**config.mk**
```make
export PLATFORM = sky130hd
export DESIGN_NAME = lsd_sequencer
export DESIGN_NICKNAME = d
export VERILOG_FILES = /design/src/lsd_pkg.sv /design/src/lsd_refresh_engine.sv /design/src/lsd_sequencer.sv
export SDC_FILE = /design/constraint.sdc
export NUM_CORES = 1
export LEC_CHECK = 0
export BUFFER_PORTS_ARGS = -buffer_cell sky130_fd_sc_hd__clkbuf_2
export CORE_UTILIZATION = 60
export DETAILED_ROUTE_END_ITERATION = 7
export GPL_ROUTABILITY_DRIVEN = 0
export GPL_TIMING_DRIVEN = 0
export PLACE_DENSITY = 0.82
export SLEW_MARGIN = 30
export SYNTH_ARGS = -nofsm -noshare
export SYNTH_HDL_FRONTEND = slang
export SYNTH_SLANG_ARGS = --single-unit
```
**constraint.sdc**
```tcl
create_clock -name clk_sys -period 3 [get_ports clk_sys]
set_clock_uncertainty 0.05 [all_clocks]
set_input_delay 0.45 -clock clk_sys [delete_from_list [all_inputs] [get_ports clk_sys]]
set_output_delay 0.45 -clock clk_sys [all_outputs]
set_load 0.1 [all_outputs]
```
**src/lsd_pkg.sv**
```systemverilog
// Package for the low-power SDRAM command and refresh sequencer.
// Assumes a single 40 MHz clock and commands decoded from the pins each edge.
package lsd_pkg;
  // ==========================================================================
  // Clock and timing
  localparam int CLK_PERIOD_PS         = 25000;
  localparam int AP_START_FAST_PS      = 7500;
  localparam int AP_START_SLOW_PS      = 7000;
  localparam int WRITE_RECOVERY_PS     = 15000;
  localparam int REFRESH_CYCLE_PS      = 80000;
  localparam int PRECHARGE_PERIOD_PS   = 22500;
  localparam int SREF_TICK_NS          = 15625;
  // Least times round up, at least one cycle
  localparam int AP_START_FAST_CYC     = (AP_START_FAST_PS + CLK_PERIOD_PS - 1) / CLK_PERIOD_PS;
  localparam int AP_START_SLOW_CYC     = (AP_START_SLOW_PS + CLK_PERIOD_PS - 1) / CLK_PERIOD_PS;
  localparam int WRITE_RECOVERY_CYC    = (WRITE_RECOVERY_PS + CLK_PERIOD_PS - 1) / CLK_PERIOD_PS;
  localparam int REFRESH_CYCLE_CYC     = (REFRESH_CYCLE_PS + CLK_PERIOD_PS - 1) / CLK_PERIOD_PS;
  localparam int PRECHARGE_PERIOD_CYC  = (PRECHARGE_PERIOD_PS + CLK_PERIOD_PS - 1) / CLK_PERIOD_PS;
  localparam int SREF_TICK_CYC         = (SREF_TICK_NS * 1000) / CLK_PERIOD_PS;
  localparam int CNT_W                 = 16;
  localparam int ROW_W                 = 12;
  localparam int BANK_W                = 2;
  localparam int NUM_BANKS             = 4;
  localparam int COL_W                 = 9;
  localparam int COL_IGNORE_LO         = 9;
  localparam int COL_IGNORE_HI         = 11;
  localparam logic [ROW_W-1:0] ROW_RESET = 12'h000;
  // ==========================================================================
  // Commands
  typedef enum logic [2:0]
  {
    LSD_CMD_NOP,
    LSD_CMD_ACTIVE,
    LSD_CMD_READ,
    LSD_CMD_WRITE,
    LSD_CMD_PRECHARGE,
    LSD_CMD_REFRESH,
    LSD_CMD_MODE,
    LSD_CMD_STOP
  } lsd_cmd_t;

  typedef struct packed
  {
    logic              cs_n;
    logic              ras_n;
    logic              cas_n;
    logic              we_n;
    logic              cke;
    logic [BANK_W-1:0] bank;
    logic [ROW_W-1:0]  addr;
  } lsd_pins_t;

  typedef struct packed
  {
    logic              valid;
    logic              is_write;
    logic              auto_pre;
    logic [BANK_W-1:0] bank;
    logic [COL_W-1:0]  col;
  } lsd_col_t;
endpackage : lsd_pkg

```
**src/lsd_refresh_engine.sv**
```systemverilog
// Internal refresh engine: row address counter and self refresh oscillator.
// Assumes refresh requests arrive as one-cycle pulses from the sequencer.
`timescale 1ns/10ps
module lsd_refresh_engine
#(
  parameter int TICK_CYC = lsd_pkg::SREF_TICK_CYC,
  parameter int BUSY_CYC = lsd_pkg::REFRESH_CYCLE_CYC
)
(
  input  wire logic                     clk_sys,
  input  wire logic                     rstn,
  input  wire logic                     auto_req,
  input  wire logic                     self_mode,
  output logic                          busy,
  output logic [lsd_pkg::ROW_W-1:0]     row,
  output logic [lsd_pkg::CNT_W-1:0]     count
);
  import lsd_pkg::*;

  logic [CNT_W-1:0] osc_q;
  logic [CNT_W-1:0] osc_d;
  logic [CNT_W-1:0] busy_cnt_q;
  logic [CNT_W-1:0] busy_cnt_d;
  logic [ROW_W-1:0] row_q;
  logic [CNT_W-1:0] count_q;
  wire              osc_tick;
  wire              start;

  // ==========================================================================
  // Oscillator and start
  assign osc_tick   = self_mode && (osc_q == CNT_W'(TICK_CYC - 1));
  assign start      = (auto_req || osc_tick) && (busy_cnt_q == '0);
  assign osc_d      = (!self_mode || osc_tick) ? '0 : osc_q + CNT_W'(1);
  assign busy_cnt_d = start ? CNT_W'(BUSY_CYC) :
                      (busy_cnt_q != '0) ? busy_cnt_q - CNT_W'(1) : '0;

  // ==========================================================================
  // State
  always_ff @(posedge clk_sys)
  begin
    if (!rstn)
    begin
      osc_q      <= '0;
      busy_cnt_q <= '0;
      row_q      <= ROW_RESET;
      count_q    <= '0;
    end
    else
    begin
      osc_q      <= osc_d;
      busy_cnt_q <= busy_cnt_d;
      if (start)
      begin
        row_q   <= row_q + ROW_W'(1);
        count_q <= count_q + CNT_W'(1);
      end
    end
  end

  assign busy  = (busy_cnt_q != '0);
  assign row   = row_q;
  assign count = count_q;
endmodule : lsd_refresh_engine

```
**src/lsd_sequencer.sv**
```systemverilog
// Decodes the command pins, tracks bank state, auto precharge and refresh.
// Assumes pins are synchronous to clk_sys; controller keeps its own timings.
`timescale 1ns/10ps
module lsd_sequencer
#(
  parameter bit FAST_GRADE = 1'b1
)
(
  input  wire logic                          clk_sys,
  input  wire logic                          rstn,
  input  wire lsd_pkg::lsd_pins_t            pins,
  output lsd_pkg::lsd_col_t                  col_cmd,
  output logic [lsd_pkg::NUM_BANKS-1:0]      bank_open,
  output logic [lsd_pkg::NUM_BANKS-1:0]      bank_precharging,
  output logic                               self_refresh,
  output logic                               power_down,
  output logic                               refresh_busy,
  output logic [lsd_pkg::ROW_W-1:0]          refresh_row,
  output logic [lsd_pkg::CNT_W-1:0]          refresh_count
);
  import lsd_pkg::*;

  localparam int AP_CYC = FAST_GRADE ? AP_START_FAST_CYC : AP_START_SLOW_CYC;

  typedef enum logic [1:0] {LSD_ST_IDLE, LSD_ST_ACTIVE, LSD_ST_PRECHARGE} lsd_bank_st_t;

  // ==========================================================================
  // Functions
  function automatic lsd_cmd_t lsd_decode(input lsd_pins_t p);
    if (p.cs_n)
      return LSD_CMD_NOP;
    unique case ({p.ras_n, p.cas_n, p.we_n})
      3'b011:  return LSD_CMD_ACTIVE;
      3'b101:  return LSD_CMD_READ;
      3'b100:  return LSD_CMD_WRITE;
      3'b010:  return LSD_CMD_PRECHARGE;
      3'b001:  return LSD_CMD_REFRESH;
      3'b000:  return LSD_CMD_MODE;
      3'b110:  return LSD_CMD_STOP;
      default: return LSD_CMD_NOP;
    endcase
  endfunction : lsd_decode

  function automatic logic [CNT_W-1:0] lsd_dec(input logic [CNT_W-1:0] c);
    return (c != '0) ? c - CNT_W'(1) : '0;
  endfunction : lsd_dec

  // ==========================================================================
  // Decode
  lsd_cmd_t         cmd;
  wire              cke_fall;
  wire              is_refresh;
  wire              is_self_entry;
  wire              wr_col;
  wire [COL_W-1:0]  col_addr;
  wire              ap_flag;
  wire              pre_all;
  logic             cke_q;
  logic             self_q;
  logic             pd_q;
  lsd_col_t         col_q;
  lsd_bank_st_t     bst_q [NUM_BANKS];
  logic [CNT_W-1:0] pre_cnt_q [NUM_BANKS];
  logic [CNT_W-1:0] ap_cnt_q  [NUM_BANKS];
  logic             ap_pend_q [NUM_BANKS];
  wire              eng_busy;

  assign cmd           = lsd_decode(pins);
  assign cke_fall      = cke_q && !pins.cke;
  assign is_refresh    = (cmd == LSD_CMD_REFRESH) && cke_q && pins.cke;
  assign is_self_entry = (cmd == LSD_CMD_REFRESH) && cke_fall;
  assign wr_col        = (cmd == LSD_CMD_WRITE);
  // Column bits above A8 are dropped; A9 and A11 never reach the array
  assign col_addr      = pins.addr[COL_W-1:0];
  assign ap_flag       = pins.addr[10];
  assign pre_all       = pins.addr[10];

  // ==========================================================================
  // Refresh engine
  lsd_refresh_engine u_refresh
  (
    .clk_sys   (clk_sys),
    .rstn      (rstn),
    .auto_req  (is_refresh),
    .self_mode (self_q),
    .busy      (eng_busy),
    .row       (refresh_row),
    .count     (refresh_count)
  );

  // ==========================================================================
  // Power state
  always_ff @(posedge clk_sys)
  begin
    if (!rstn)
    begin
      cke_q        <= 1'b1;
      self_q       <= 1'b0;
      pd_q         <= 1'b0;
      col_q        <= '0;
      refresh_busy <= 1'b0;
    end
    else
    begin
      cke_q        <= pins.cke;
      refresh_busy <= eng_busy;
      if (is_self_entry)
        self_q <= 1'b1;
      else if (pins.cke)
        self_q <= 1'b0;
      if (cke_fall && !is_self_entry)
        pd_q <= 1'b1;
      else if (pins.cke)
        pd_q <= 1'b0;
      col_q.valid    <= pins.cke && cke_q && (wr_col || cmd == LSD_CMD_READ);
      col_q.is_write <= wr_col;
      col_q.auto_pre <= ap_flag;
      col_q.bank     <= pins.bank;
      col_q.col      <= col_addr;
    end
  end

  // ==========================================================================
  // Bank state and auto precharge
  for (genvar b = 0; b < NUM_BANKS; b++)
  begin : g_bank
    wire hit     = (pins.bank == BANK_W'(b));
    wire live    = pins.cke && cke_q;
    wire act     = live && (cmd == LSD_CMD_ACTIVE) && hit;
    wire pre     = live && (cmd == LSD_CMD_PRECHARGE) && (hit || pre_all);
    wire colap   = live && (cmd == LSD_CMD_READ || wr_col) && hit && ap_flag;
    // Write recovery plus start delay for writes, start delay alone for reads, before the internal precharge begins
    wire [CNT_W-1:0] ap_load = wr_col ? CNT_W'(WRITE_RECOVERY_CYC + AP_CYC)
                                      : CNT_W'(AP_CYC);
    wire ap_fire = ap_pend_q[b] && (ap_cnt_q[b] == '0);

    always_ff @(posedge clk_sys)
    begin
      if (!rstn)
      begin
        bst_q[b]     <= LSD_ST_IDLE;
        pre_cnt_q[b] <= '0;
        ap_cnt_q[b]  <= '0;
        ap_pend_q[b] <= 1'b0;
      end
      else
      begin
        ap_cnt_q[b] <= colap ? ap_load : lsd_dec(ap_cnt_q[b]);
        if (colap)
          ap_pend_q[b] <= 1'b1;
        else if (ap_fire)
          ap_pend_q[b] <= 1'b0;
        unique case (bst_q[b])
          LSD_ST_IDLE:
            if (act)
              bst_q[b] <= LSD_ST_ACTIVE;
          LSD_ST_ACTIVE:
            if (pre || ap_fire)
            begin
              bst_q[b]     <= LSD_ST_PRECHARGE;
              pre_cnt_q[b] <= CNT_W'(PRECHARGE_PERIOD_CYC);
            end
          LSD_ST_PRECHARGE:
          begin
            pre_cnt_q[b] <= lsd_dec(pre_cnt_q[b]);
            if (pre_cnt_q[b] <= CNT_W'(1))
              bst_q[b] <= LSD_ST_IDLE;
          end
        endcase
      end
    end

    always_ff @(posedge clk_sys)
    begin
      if (!rstn)
      begin
        bank_open[b]        <= 1'b0;
        bank_precharging[b] <= 1'b0;
      end
      else
      begin
        bank_open[b]        <= (bst_q[b] == LSD_ST_ACTIVE);
        bank_precharging[b] <= (bst_q[b] == LSD_ST_PRECHARGE);
      end
    end
  end

  assign col_cmd      = col_q;
  assign self_refresh = self_q;
  assign power_down   = pd_q;
endmodule : lsd_sequencer

```
# == Yosys cells after proc, flatten, opt, wreduce, memory -nomap -nowiden ==
# Memories as Yosys holds them, arrays and structs flattened.
# Index checks and enable logic that the tools add are counted.
# classes
add_sub_neg,12
n_lt_le_gt_ge,4
eq_ne,23
n_mux,144
bitwise,34
reduce_logical,69
# ops
cell,n
$mux W16,24
$reduce_bool A16 Y1,9
$sub A16 B1 Y16 const B,9
$mux W1,102
$logic_not A16 Y1,5
$le A16 B1 Y1 const B,4
$add A16 B1 Y16 const B,2
$or A1 B1 Y1,32
$logic_and A1 B1 Y1,31
$mux W2,13
$pmux W3 S7,1
$eq A16 B10 Y1 const B,1
$eq A3 B3 Y1 const B,5
$add A12 B1 Y12 const B,1
$eq A2 B2 Y1 const B,6
$eq A3 B2 Y1 const B,4
$mux W3,4
$logic_or A1 B1 Y1,11
$eq A2 B1 Y1 const B,5
$logic_not A2 Y1,5
$eq A3 B1 Y1 const B,2
$reduce_bool A2 Y1,2
$logic_not A1 Y1,3
$logic_not A3 Y1,1
3 further kinds,4
# word_totals
ff_bits,86
ram_bits,140
input_bits,21
word_cells,312
memories,4
# memory_table
name,words,word_bits,read_ports,rd_clocked_by_memory_dff,write_ports,line,source
ap_cnt_q,4,16,4,0,4,lsd_sequencer.sv:64,logic [CNT_W-1:0] ap_cnt_q [NUM_BANKS];
pre_cnt_q,4,16,4,0,4,lsd_sequencer.sv:63,logic [CNT_W-1:0] pre_cnt_q [NUM_BANKS];
bst_q,4,2,4,0,4,lsd_sequencer.sv:62,lsd_bank_st_t bst_q [NUM_BANKS];
ap_pend_q,4,1,4,0,4,lsd_sequencer.sv:65,logic ap_pend_q [NUM_BANKS];

# == Depth between registers and ports, before layout ==
# Gate-level depths: netlist of the first run.
# logic_depth
depth_word,13
ltp_mapped,9

# == Hierarchy ==
# Synthesis of the first run repeated with hierarchy kept, for this count alone.
# hier_totals
cells_unflattened,1098
area_unflattened_um2,10551.4
# modules_own_cells
module,instances,cells_each,area_each_um2,seq_area_each_um2
lsd_sequencer,1,790,7828.8,4073.9
lsd_refresh_engine,1,308,2722.6,1201.2

# == Least setup slack after synthesis of the first run ==
# OpenSTA, ideal clock, no wires.
# synth_timing
path_type,register to register
startpoint,reg u_refresh.count_q[2] (netlist: u_refresh.count[2])
endpoint,reg u_refresh.count_q[15] (netlist: u_refresh.count[15])
t_arrival_ps,2615
required_time_ps,2880
path_slack_ps,265
path_stages_with_launch,6
path_cell_list,dfxtp_1 -> nand3_1 -> or2_2 -> or3_1 -> or4_1 -> a21oi_1
# synth_via
elab_chain_len,1
# synth_rtl
item,line,source
start: declaration,lsd_refresh_engine.sv:25,logic [CNT_W-1:0] count_q;
start signal: assignment,lsd_refresh_engine.sv:55,count_q <= count_q + CNT_W'(1);
$add A16 B1 Y16,lsd_refresh_engine.sv:55,
# No other way between the ends.
# A chain may end at the register's enable or synchronous reset.

==> metrics.yaml, run 1 <==
grtUsageTotal_pct: 24.04
post-route-util_pct: 70.51
grt_pass1_vias: 7501
grt_overflow_total: 0
ys_seq_area_share_pct: 51.52
ant_nets: 0
root_buffer: "clkbuf_16"
clock_latency_ns: 0.52
final_hold_viol_count: 0
stdcell_area_sq_mm: 0.01173
power.density_mw_per_mm2: 842.8
die_w_um: 132.6
crit_family: "simple AND/OR/NAND/NOR gates"
setup_violations: 0
cts_tree: "done"
fin_nets: 1197
final_common_cell: "nor2_1"
cts_buffers: 24
start_util_pct: 61.52
start_kind: "flop"
max_slew_margin_pct: 43.11
maxCapViolCount: 0
async_flop_share_pct: 0
synth_edf_count: 75
hp-class: "input port to flop"
rows: 47
io_pins: 74
io_buffers: 69
areaGrowthSynthToFinish_pct: 14.60
cp_max_fo: 16
die_area_sq_mm: 0.01759
grt_pass1_wl_mm: 35.07
antenna_found_initial: 0
clock_sinks: 226
hold_buffers: 0
period_share_pct: 93.26
ys_ff_latch: 226
drive_above_1_share_pct: 11.84
status: "complete, no violations"
dpl.hpwl_mm: 14.68
cpMaxStageDelayCell: "or4b_2"
synth.distinct_cells: 62
cp_data_arrival_time_ns: 2.92
synthFlopType: "dfxtp_1"
crit_chain: "or4_1 -> or4b_2 -> o21ai_0 -> nand2_1 -> nand3_2"
critPathMaxStageDelay_ns: 0.67
fin_ws_ns: 0.2023
viasPerCell: 5.718
synthesis.nets: 1099
avgSynthCellArea_sq_um: 9.668
clkSlewWorstSetupHoldPaths_ns: 0.06
rsz0062_at_grt: "no"
endpoint_kind: "flop"
drt_first_pass_iters: 4
final_cell_mix: "nor2_1 (187), dfxtp_1 (151), xnor2_1 (82)"
drc_errors: 0
fp.dieH_um: 132.6
finalMaxSlewViolations: 0
coreArea_sq_mm: 0.01664
htreeDepth: 1
grt_max_degree: 17
synth_warnings: 0
place_ws_ns: -0.3386
wire_per_inst_um: 15.28
power.leakage_nw: 4.329
whs_ns: 0.08999
regToRegSetupSlack_ns: 0.20
critPathRequiredTime_ns: 3.13
max_freq_mhz: 357.4
post-place-cells: 1348
worst_pin_slew_ns: 0.8318
wl_mm: 21.31
placed_cell_area_sq_mm: 0.01086
synthCells: 1059
cts_max_path_buffers: 3
period_needed_ns: 2.798
drtIter0Drc: 435
cp_num_buf_inv: 0
instances_no_fill: 1395
syn-cell-area_sq_mm: 0.01024
critPathKind: "flop to flop"
vias: 7977
ir_drop_mv: 0.6915
==> cell families (layout without fill, tap and decap cells) <==
group	Yosys count	count (layout)	share of synthesized area, %
and+or+nand+nor	494	494	24.75
other	0	1	0
muxes	1	1	0.09777
DFF	226	226	51.52
adders and majority gates	19	19	2.322
xor gates and xnor gates	123	123	10.52
AOI/OAI and AO/OA	133	133	8.383
buffers and inverters	63	178	2.407
==> cells in the mapped netlist, types with 5 or more instances <==
cell type | number | share of area, %
or2_2 | 5 | 0.31
nand2_1 | 57 | 2.1
o21ai_0 | 22 | 1.1
clkbuf_1 | 16 | 0.59
o41ai_1 | 6 | 0.51
nor4b_1 | 7 | 0.60
or3_1 | 19 | 1.2
nand2b_1 | 13 | 0.79
ha_1 | 19 | 2.3
nor2_1 | 187 | 6.9
a21oi_1 | 48 | 2.3
xnor2_1 | 82 | 7.0
and2_1 | 19 | 1.2
buf_2 | 8 | 0.39
nor3_1 | 41 | 2.0
xor2_1 | 41 | 3.5
nand3_1 | 38 | 1.9
dfxtp_1 | 151 | 30
nand4_1 | 19 | 1.2
nor4_1 | 32 | 2.0
or4_1 | 20 | 1.5
o22ai_1 | 6 | 0.37
nor2b_1 | 6 | 0.37
o31ai_1 | 20 | 1.5
inv_1 | 37 | 1.4
edfxtp_1 | 75 | 22
==> what timing repair did <==
| item | in CTS | in global routing |
|---|---|---|
| cloned | 0 | 0 |
| resized for setup | 2 | 3 |
| setup endpoints to repair | 48 | 36 |
| buffers inserted | 3 | 0 |
==> state kept, by name, indices dropped and copies added, names as in the netlist, 8 cells and up <==
| register | flops |
|---|---|
| col_cmd | 14 |
| u_refresh.row | 12 |
| u_refresh.busy_cnt_q | 16 |
| pre_cnt_q | 64 |
| bst_q | 8 |
| u_refresh.osc_q | 16 |
| u_refresh.count | 16 |
| ap_cnt_q | 64 |
==> per-layer routing <==
layer  share of wire (%)  global-route usage (%)  vias to the layer above
li1                    -                       -                     3964
met1                  45                   31.11                     3840
met2                  49                   41.75                      136
met3                 3.7                   3.372                       37
met4                 2.0                   7.280                        0
met5                   0                       0                        -
==> stage by stage <==
stage	total power [mW]	TNS (ns)
after global routing	10.41	0
after detailed placement	6.812	-21.37
after CTS	9.919	0
after floorplan	6.286	0
final	9.889	0
after global placement	6.694	-20.09
==> final timing paths <==
kind | start | end | cells after the start
worst min register to register | ap_cnt_q[3][9] | ap_cnt_q[3][9] | 2
worst min-delay path | pins[2] | col_cmd[2] | 2
worst max-delay path | ap_cnt_q[1][11] | pre_cnt_q[1][13] | 5
worst max register to register | ap_cnt_q[1][11] | pre_cnt_q[1][13] | 5
==> report_power, final <==
part | total, mW | internal, mW | switching (mW)
Sequential | 4.17 | 3.68 | 0.495
Combinational | 2.63 | 1.11 | 1.53
Clock | 3.08 | 1.90 | 1.18
==> layout make-up <==
cell class	count	area (sq um)
clock inverters	6	103.9
flip-flops and latches	226	5275
inverters	37	138.9
multi-input cells	770	4742
diodes	1	2.502
clock buffers	37	720.7
fillers	1214	4908
repair buffers	72	367.9
well taps	220	275.3
plain buffers	26	107.6
No activity file was read; power rests on OpenSTA's default activity.
==> inputs of run 2 (changes only) <==
--- a/config.mk
+++ b/config.mk
@@ -6,11 +6,13 @@
 export NUM_CORES = 1
 export LEC_CHECK = 0
 export BUFFER_PORTS_ARGS = -buffer_cell sky130_fd_sc_hd__clkbuf_2
-export CORE_UTILIZATION = 60
+export CORE_UTILIZATION = 63
+export CTS_BUF_LIST = sky130_fd_sc_hd__clkbuf_4 sky130_fd_sc_hd__clkbuf_8
+export CTS_CLUSTER_SIZE = 24
 export DETAILED_ROUTE_END_ITERATION = 7
 export GPL_ROUTABILITY_DRIVEN = 0
 export GPL_TIMING_DRIVEN = 0
-export PLACE_DENSITY = 0.82
+export PLACE_DENSITY = 0.86
 export SLEW_MARGIN = 30
 export SYNTH_ARGS = -nofsm -noshare
 export SYNTH_HDL_FRONTEND = slang
==> run 2 against run 1 <==
Count of clock-buffer cells in the layout is 26 higher. Cell count up 1.4%. Sequential cell count unchanged. Fmax fell by 1.9%. Non-clock buffer count down 1. Utilization grew 3.6 points. Register-to-register slack worse by 0.05 ns. Setup slack lost 0.054 ns. Critical path depth stayed put. Wire length grew 1.8%. Die area is 4.7% lower. Highest routed layer unchanged. Hold slack lost 0.019 ns.
==> metrics.yaml, run 2 (synthesis gave the netlist of run 1 again) <==
status: "complete, no violations"
io_buffers: 69  # unchanged
maxCapViolCount: 0  # unchanged
cts_tree: "done"
max_freq_mhz: 350.7  # -1.9%
fp.dieH_um: 129.5  # -2.4%
comb_power_share_pct: 26.8  # +0.2 points
critPathRequiredTime_ns: 3.13  # about the same
clockPowerShare_pct: 30.7  # -0.5 points
viasPerCell: 5.813  # +1.6%
wl_mm: 21.69  # +1.8%
power.leakage_nw: 4.381  # +1.2%
p_switching_mw: 3.239  # +1.1%
drtIter0Drc: 453  # +4.1%
areaGrowthSynthToFinish_pct: 14.96
wire_per_inst_um: 15.34  # +0.42%
antenna_cells: 0  # -1
root_buffer: "clkbuf_8"
regArea_sq_mm: 0.005275  # unchanged
start_kind: "flop"
drc_errors: 0  # unchanged
reg2reg_depth: 5  # unchanged
grt_overflow_total: 0  # unchanged
regToRegSetupSlack_ns: 0.15  # -0.05 ns
vias: 8219  # +3.0%
sw_frac_of_total_pct: 32.90  # +0.52 points
setup_tns_ns: 0  # unchanged
place_ws_ns: -0.3017  # +0.03690 ns
finalMaxSlewViolations: 0  # unchanged
hold_buffers: 0  # unchanged
grtUsageTotal_pct: 25.61  # +1.6 points
fillCellCount: 1089  # -10%
period_share_pct: 95.06  # +1.8 points
cp_data_arrival_time_ns: 2.98  # +0.06 ns
grt_pass1_vias: 7538  # +0.49%
fin_ws_ns: 0.1482  # -0.05415 ns
max_slew_margin_pct: 37.21  # -5.9 points
clock_sinks: 226  # unchanged
final_hold_viol_count: 0  # unchanged
intPower_mw: 6.605  # -1.2%
p_seq_share_pct: 42.4  # +0.2 points
ant_nets: 0  # unchanged
grt_pass1_wl_mm: 34.62  # -1.3%
power.density_mw_per_mm2: 836.4  # -0.76%
cp_max_fo: 16  # unchanged
instances_no_fill: 1414  # +1.4%
power.total_mw: 9.844  # -0.45%
clkSlewWorstSetupHoldPaths_ns: 0.06  # about the same
critPathKind: "flop to flop"
cts_buffers: 37  # +54%
dpl.hpwl_mm: 14.76  # +0.55%
largestRegisters: "ap_cnt_q: 64 flops, pre_cnt_q: 64 flops"
grt_max_degree: 17  # unchanged
clock_latency_ns: 0.53  # about the same
ir_drop_mv: 0.6735  # -2.6%
drive_above_1_share_pct: 14.27  # +2.4 points
cts_max_path_buffers: 3  # unchanged
endpoint_kind: "flop"
worst_pin_slew_ns: 0.9181  # +0.08631 ns
multi_input_area_sq_mm: 0.004742  # unchanged
die_area_sq_mm: 0.01677  # -4.7%
io_pins: 74  # unchanged
rows: 46  # -2.1%
die_w_um: 129.5  # -2.4%
post-place-cells: 1344  # -0.30%
htreeDepth: 2  # +1
worstHoldPathCells: 2  # unchanged
fin_nets: 1209  # +1.0%
final_common_cell: "nor2_1"
start_util_pct: 64.45  # +2.9 points
period_needed_ns: 2.852  # +0.05415 ns
antenna_found_initial: 0  # unchanged
hp-class: "input port to flop"
rsz0062_at_grt: "no"
setup_violations: 0  # unchanged
coreArea_sq_mm: 0.01589  # -4.5%
drt_first_pass_iters: 5  # +1
final_cell_mix: "nor2_1 (187), dfxtp_1 (151), xnor2_1 (82)"
run 2: changes by cell type in the layout (fill, tap and decap cells not counted):
cell and change:
buf_12 +1, buf_4 -2, bufinv_16 -1, clkbuf_1 -7, clkbuf_16 -25, clkbuf_4 +13, clkbuf_8 +45, clkinv_1 -1
clkinvlp_4 +1, diode_2 -1
run 2: power by group through the flow:
| stage | sequential [mW] | clock, mW | combinational, mW |
|---|---|---|---|
| 2_1_floorplan | 4.25 | 0 | 2.03 |
| 3_3_place_gp | 4.19 | 0 | 2.49 |
| 3_5_place_dp | 4.22 | 0 | 2.60 |
| 4_1_cts | 4.17 | 3.07 | 2.64 |
| 5_1_grt | 4.24 | 3.20 | 2.96 |
| 6_report | 4.18 | 3.02 | 2.64 |
run 2: path summary, 6_finish.rpt:
path                         from               to
setup / recovery  ap_cnt_q[1][11]  pre_cnt_q[1][5]
hold / removal            pins[5]       col_cmd[5]
setup reg to reg  ap_cnt_q[1][11]  pre_cnt_q[1][5]
hold reg to reg      ap_pend_q[2]     ap_pend_q[2]
run 2: critical path, cell delays in order (launching register included):
cell and delay, ns:
dfxtp_1 0.34, or4_1 0.60, or4b_2 0.69, o21ai_0 0.33, nand2_1 0.16, nand3_2 0.33
run 2: area by class of cell:
type	count	area share [%]
sequential	226	44.82
multi-input combinational	770	40.29
clock buffer	63	6.676
timing repair buffer	71	3.168
tap	216	2.296
inverter	37	1.180
buffer	26	0.9142
clock inverter	5	0.6591
run 2: per-stage QoR:
step | util [%] | instance area [sq um] | hold slack (ns)
2_1_floorplan | - | 10240 | 0.3823
3_3_place_gp | 68.33 | 10850 | 0.3965
3_5_place_dp | 68.33 | 10850 | 0.3993
4_1_cts | 74.00 | 11760 | 0.04834
5_1_grt | 74.09 | 11770 | 0.05294
6_report | 74.09 | 11770 | 0.07083
run 2: metal layers:
layer	vias up	global-route usage [%]	wire length (um)
met5	-	0	0
met4	0	10.94	627
met3	55	5.285	1036
met2	206	43.55	10550
met1	3947	31.69	9479
li1	4011	-	-
run 2: repair_timing:
action / 4_1_cts / 5_1_grt
buffers inserted: 2 / 0
endpoints found under the setup margin: 38 / 29
gates resized for setup: 2 / 3
==> inputs of run 3 (changes only) <==
--- a/config.mk
+++ b/config.mk
@@ -6,13 +6,13 @@
 export NUM_CORES = 1
 export LEC_CHECK = 0
 export BUFFER_PORTS_ARGS = -buffer_cell sky130_fd_sc_hd__clkbuf_2
-export CORE_UTILIZATION = 63
+export CORE_UTILIZATION = 49
 export CTS_BUF_LIST = sky130_fd_sc_hd__clkbuf_4 sky130_fd_sc_hd__clkbuf_8
 export CTS_CLUSTER_SIZE = 24
 export DETAILED_ROUTE_END_ITERATION = 7
 export GPL_ROUTABILITY_DRIVEN = 0
 export GPL_TIMING_DRIVEN = 0
-export PLACE_DENSITY = 0.86
+export PLACE_DENSITY = 0.7
 export SLEW_MARGIN = 30
 export SYNTH_ARGS = -nofsm -noshare
 export SYNTH_HDL_FRONTEND = slang
==> run 3 against run 2 <==
Clock power fell by 2%. Global-route usage fell by 5.9 points. First-iteration DRC count fell by 2.0%. Largest cell class unchanged. Utilization fell by 16 points. Register-to-register slack improved by 0.04 ns. Total power fell by 1.4%. Sequential cell count did not move. Setup slack improved by 0.041 ns. Critical path type unchanged. Critical path depth did not move. Sequential share of layout area fell by 0.20 points. Via count fell by 3.8%.
==> metrics.yaml, run 3 (synthesis gave the netlist of run 1 again) <==
p_seq_share_pct: 42.8  # +0.4 points
p_switching_mw: 3.174  # -2.0%
power.total_mw: 9.711  # -1.4%
clockPowerShare_pct: 30.5  # -0.2 points
grt_pass1_vias: 7505  # -0.44%
drtIter0Drc: 444  # -2.0%
hold_buffers: 0  # unchanged
drive_above_1_share_pct: 14.35  # +0.071 points
comb_power_share_pct: 26.6  # -0.2 points
coreArea_sq_mm: 0.02036  # +28%
vias: 7908  # -3.8%
grtUsageTotal_pct: 19.72  # -5.9 points
wl_mm: 20.94  # -3.5%
grt_overflow_total: 0  # unchanged
hp-class: "input port to flop"
post-route-util_pct: 58.05  # -16 points
power.leakage_nw: 4.380  # about the same
met1_usage_pct: 26.58  # -5.1 points
root_buffer: "clkbuf_8"
drc_errors: 0  # unchanged
finalMaxSlewViolations: 0  # unchanged
grt_pass1_wl_mm: 35.28  # +1.9%
io_pins: 74  # unchanged
cts_buffers: 38  # +2.7%
antenna_found_initial: 0  # unchanged
status: "complete, no violations"
clock_sinks: 226  # unchanged
intPower_mw: 6.537  # -1.0%
cts_max_path_buffers: 3  # unchanged
final_hold_viol_count: 0  # unchanged
htreeDepth: 2  # unchanged
clkSlewWorstSetupHoldPaths_ns: 0.06  # about the same
io_buffers: 69  # unchanged
critPathRequiredTime_ns: 3.12  # about the same
areaGrowthSynthToFinish_pct: 15.47
ir_drop_mv: 0.5551  # -18%
max_freq_mhz: 355.7  # +1.4%
drt_first_pass_iters: 4  # -1
crit_chain: "or4_1 -> or4b_2 -> o21ai_0 -> nand2_1 -> nand3_2"
met2_usage_pct: 31.69  # -12 points
cts_tree: "done"
endpoint_kind: "flop"
fp.dieH_um: 146.6  # +13%
period_share_pct: 93.70  # -1.4 points
fin_nets: 1209  # unchanged
sw_frac_of_total_pct: 32.69  # -0.21 points
die_w_um: 146.6  # +13%
final_cell_mix: "nor2_1 (187), dfxtp_1 (151), xnor2_1 (82)"
final_common_cell: "nor2_1"
dpl.hpwl_mm: 14.47  # -1.9%
wire_per_inst_um: 14.26  # -7.1%
period_needed_ns: 2.811  # -0.04074 ns
ant_nets: 0  # unchanged
clock_latency_ns: 0.52  # about the same
cp_max_fo: 16  # unchanged
antenna_cells: 0  # unchanged
cp_num_buf_inv: 0  # unchanged
top_usage_layer: "met2"
largestRegisters: "ap_cnt_q: 64 flops, pre_cnt_q: 64 flops"
die_area_sq_mm: 0.02148  # +28%
critPathKind: "flop to flop"
grt_max_degree: 17  # unchanged
start_util_pct: 50.28  # -14 points
cpMaxStageDelayCell: "or4b_2"
viasPerCell: 5.383  # -7.4%
rsz0062_at_grt: "no"
worst_pin_slew_ns: 0.9063  # -0.01186 ns
rows: 52  # +13%
crit_family: "simple AND/OR/NAND/NOR gates"
maxCapViolCount: 0  # unchanged
power.density_mw_per_mm2: 821.4  # -1.8%
met3_usage_pct: 3.625  # -1.7 points
critPathMaxStageDelay_ns: 0.68  # about the same
setup_violations: 0  # unchanged
cp_data_arrival_time_ns: 2.93  # -0.05 ns
max_slew_margin_pct: 38.02  # +0.81 points
start_kind: "flop"
## run 3: changes by cell type in the layout (fill, tap and decap cells not counted)
cell        before  now
buf_4            1    0
bufinv_16        2    0
clkbuf_8        50   54
clkinv_2         2    3
clkinvlp_4       1    0
## run 3: final timing paths
path | start | to | slack, ns | cells after the start
max | ap_cnt_q[1][11] | pre_cnt_q[1][0] | 0.19 | 5
min | pins[8] | col_cmd[8] | 0.08 | 2
max reg2reg | ap_cnt_q[1][11] | pre_cnt_q[1][0] | 0.19 | 5
min reg2reg | ap_pend_q[2] | ap_pend_q[2] | 0.42 | 2
## run 3: routing by layer
metal | wire length, um | up-vias
li1 | - | 4006
met1 | 10120 | 3724
met2 | 9504 | 133
met3 | 825 | 45
met4 | 494 | 0
met5 | 0 | -
## run 3: final cells by class
| class | instances | area (sq um) |
|---|---|---|
| fill | 1783 | 8542 |
| sequential | 226 | 5275 |
| multi-input combinational | 770 | 4742 |
| clock buffer | 67 | 840.8 |
| timing repair buffer | 70 | 365.4 |
| tap | 270 | 337.8 |
| inverter | 37 | 138.9 |
| buffer | 26 | 107.6 |
| clock inverter | 3 | 15.01 |
## run 3: power by group through the flow
stage                     Sequential (mW)  Combinational (mW)  Clock [mW]
after detailed placement             4.21                2.57           0
after global routing                 4.23                2.95        3.18
after CTS                            4.16                2.60        3.02
after global placement               4.20                2.52           0
after floorplan                      4.25                2.03           0
final                                4.16                2.59        2.96
## run 3: what timing repair did
| action | CTS | global route |
|---|---|---|
| resized for setup | 1 | 4 |
| buffers inserted | 0 | 1 |
| setup endpoints to repair | 16 | 68 |
## run 3: through the flow
step                TNS (ns)  worst slack (ns)  hold slack, ns  cells  area, sq um
floorplan                  0            0.2648          0.3823   1059        10240
global placement      -25.20           -0.4012          0.3973   1398        10920
detailed placement    -26.95           -0.4353          0.4074   1398        10920
CTS                        0          0.003828         0.06250   1468        11780
global route               0           0.03241         0.07120   1469        11820
finish                     0            0.1889         0.07810   1469        11820
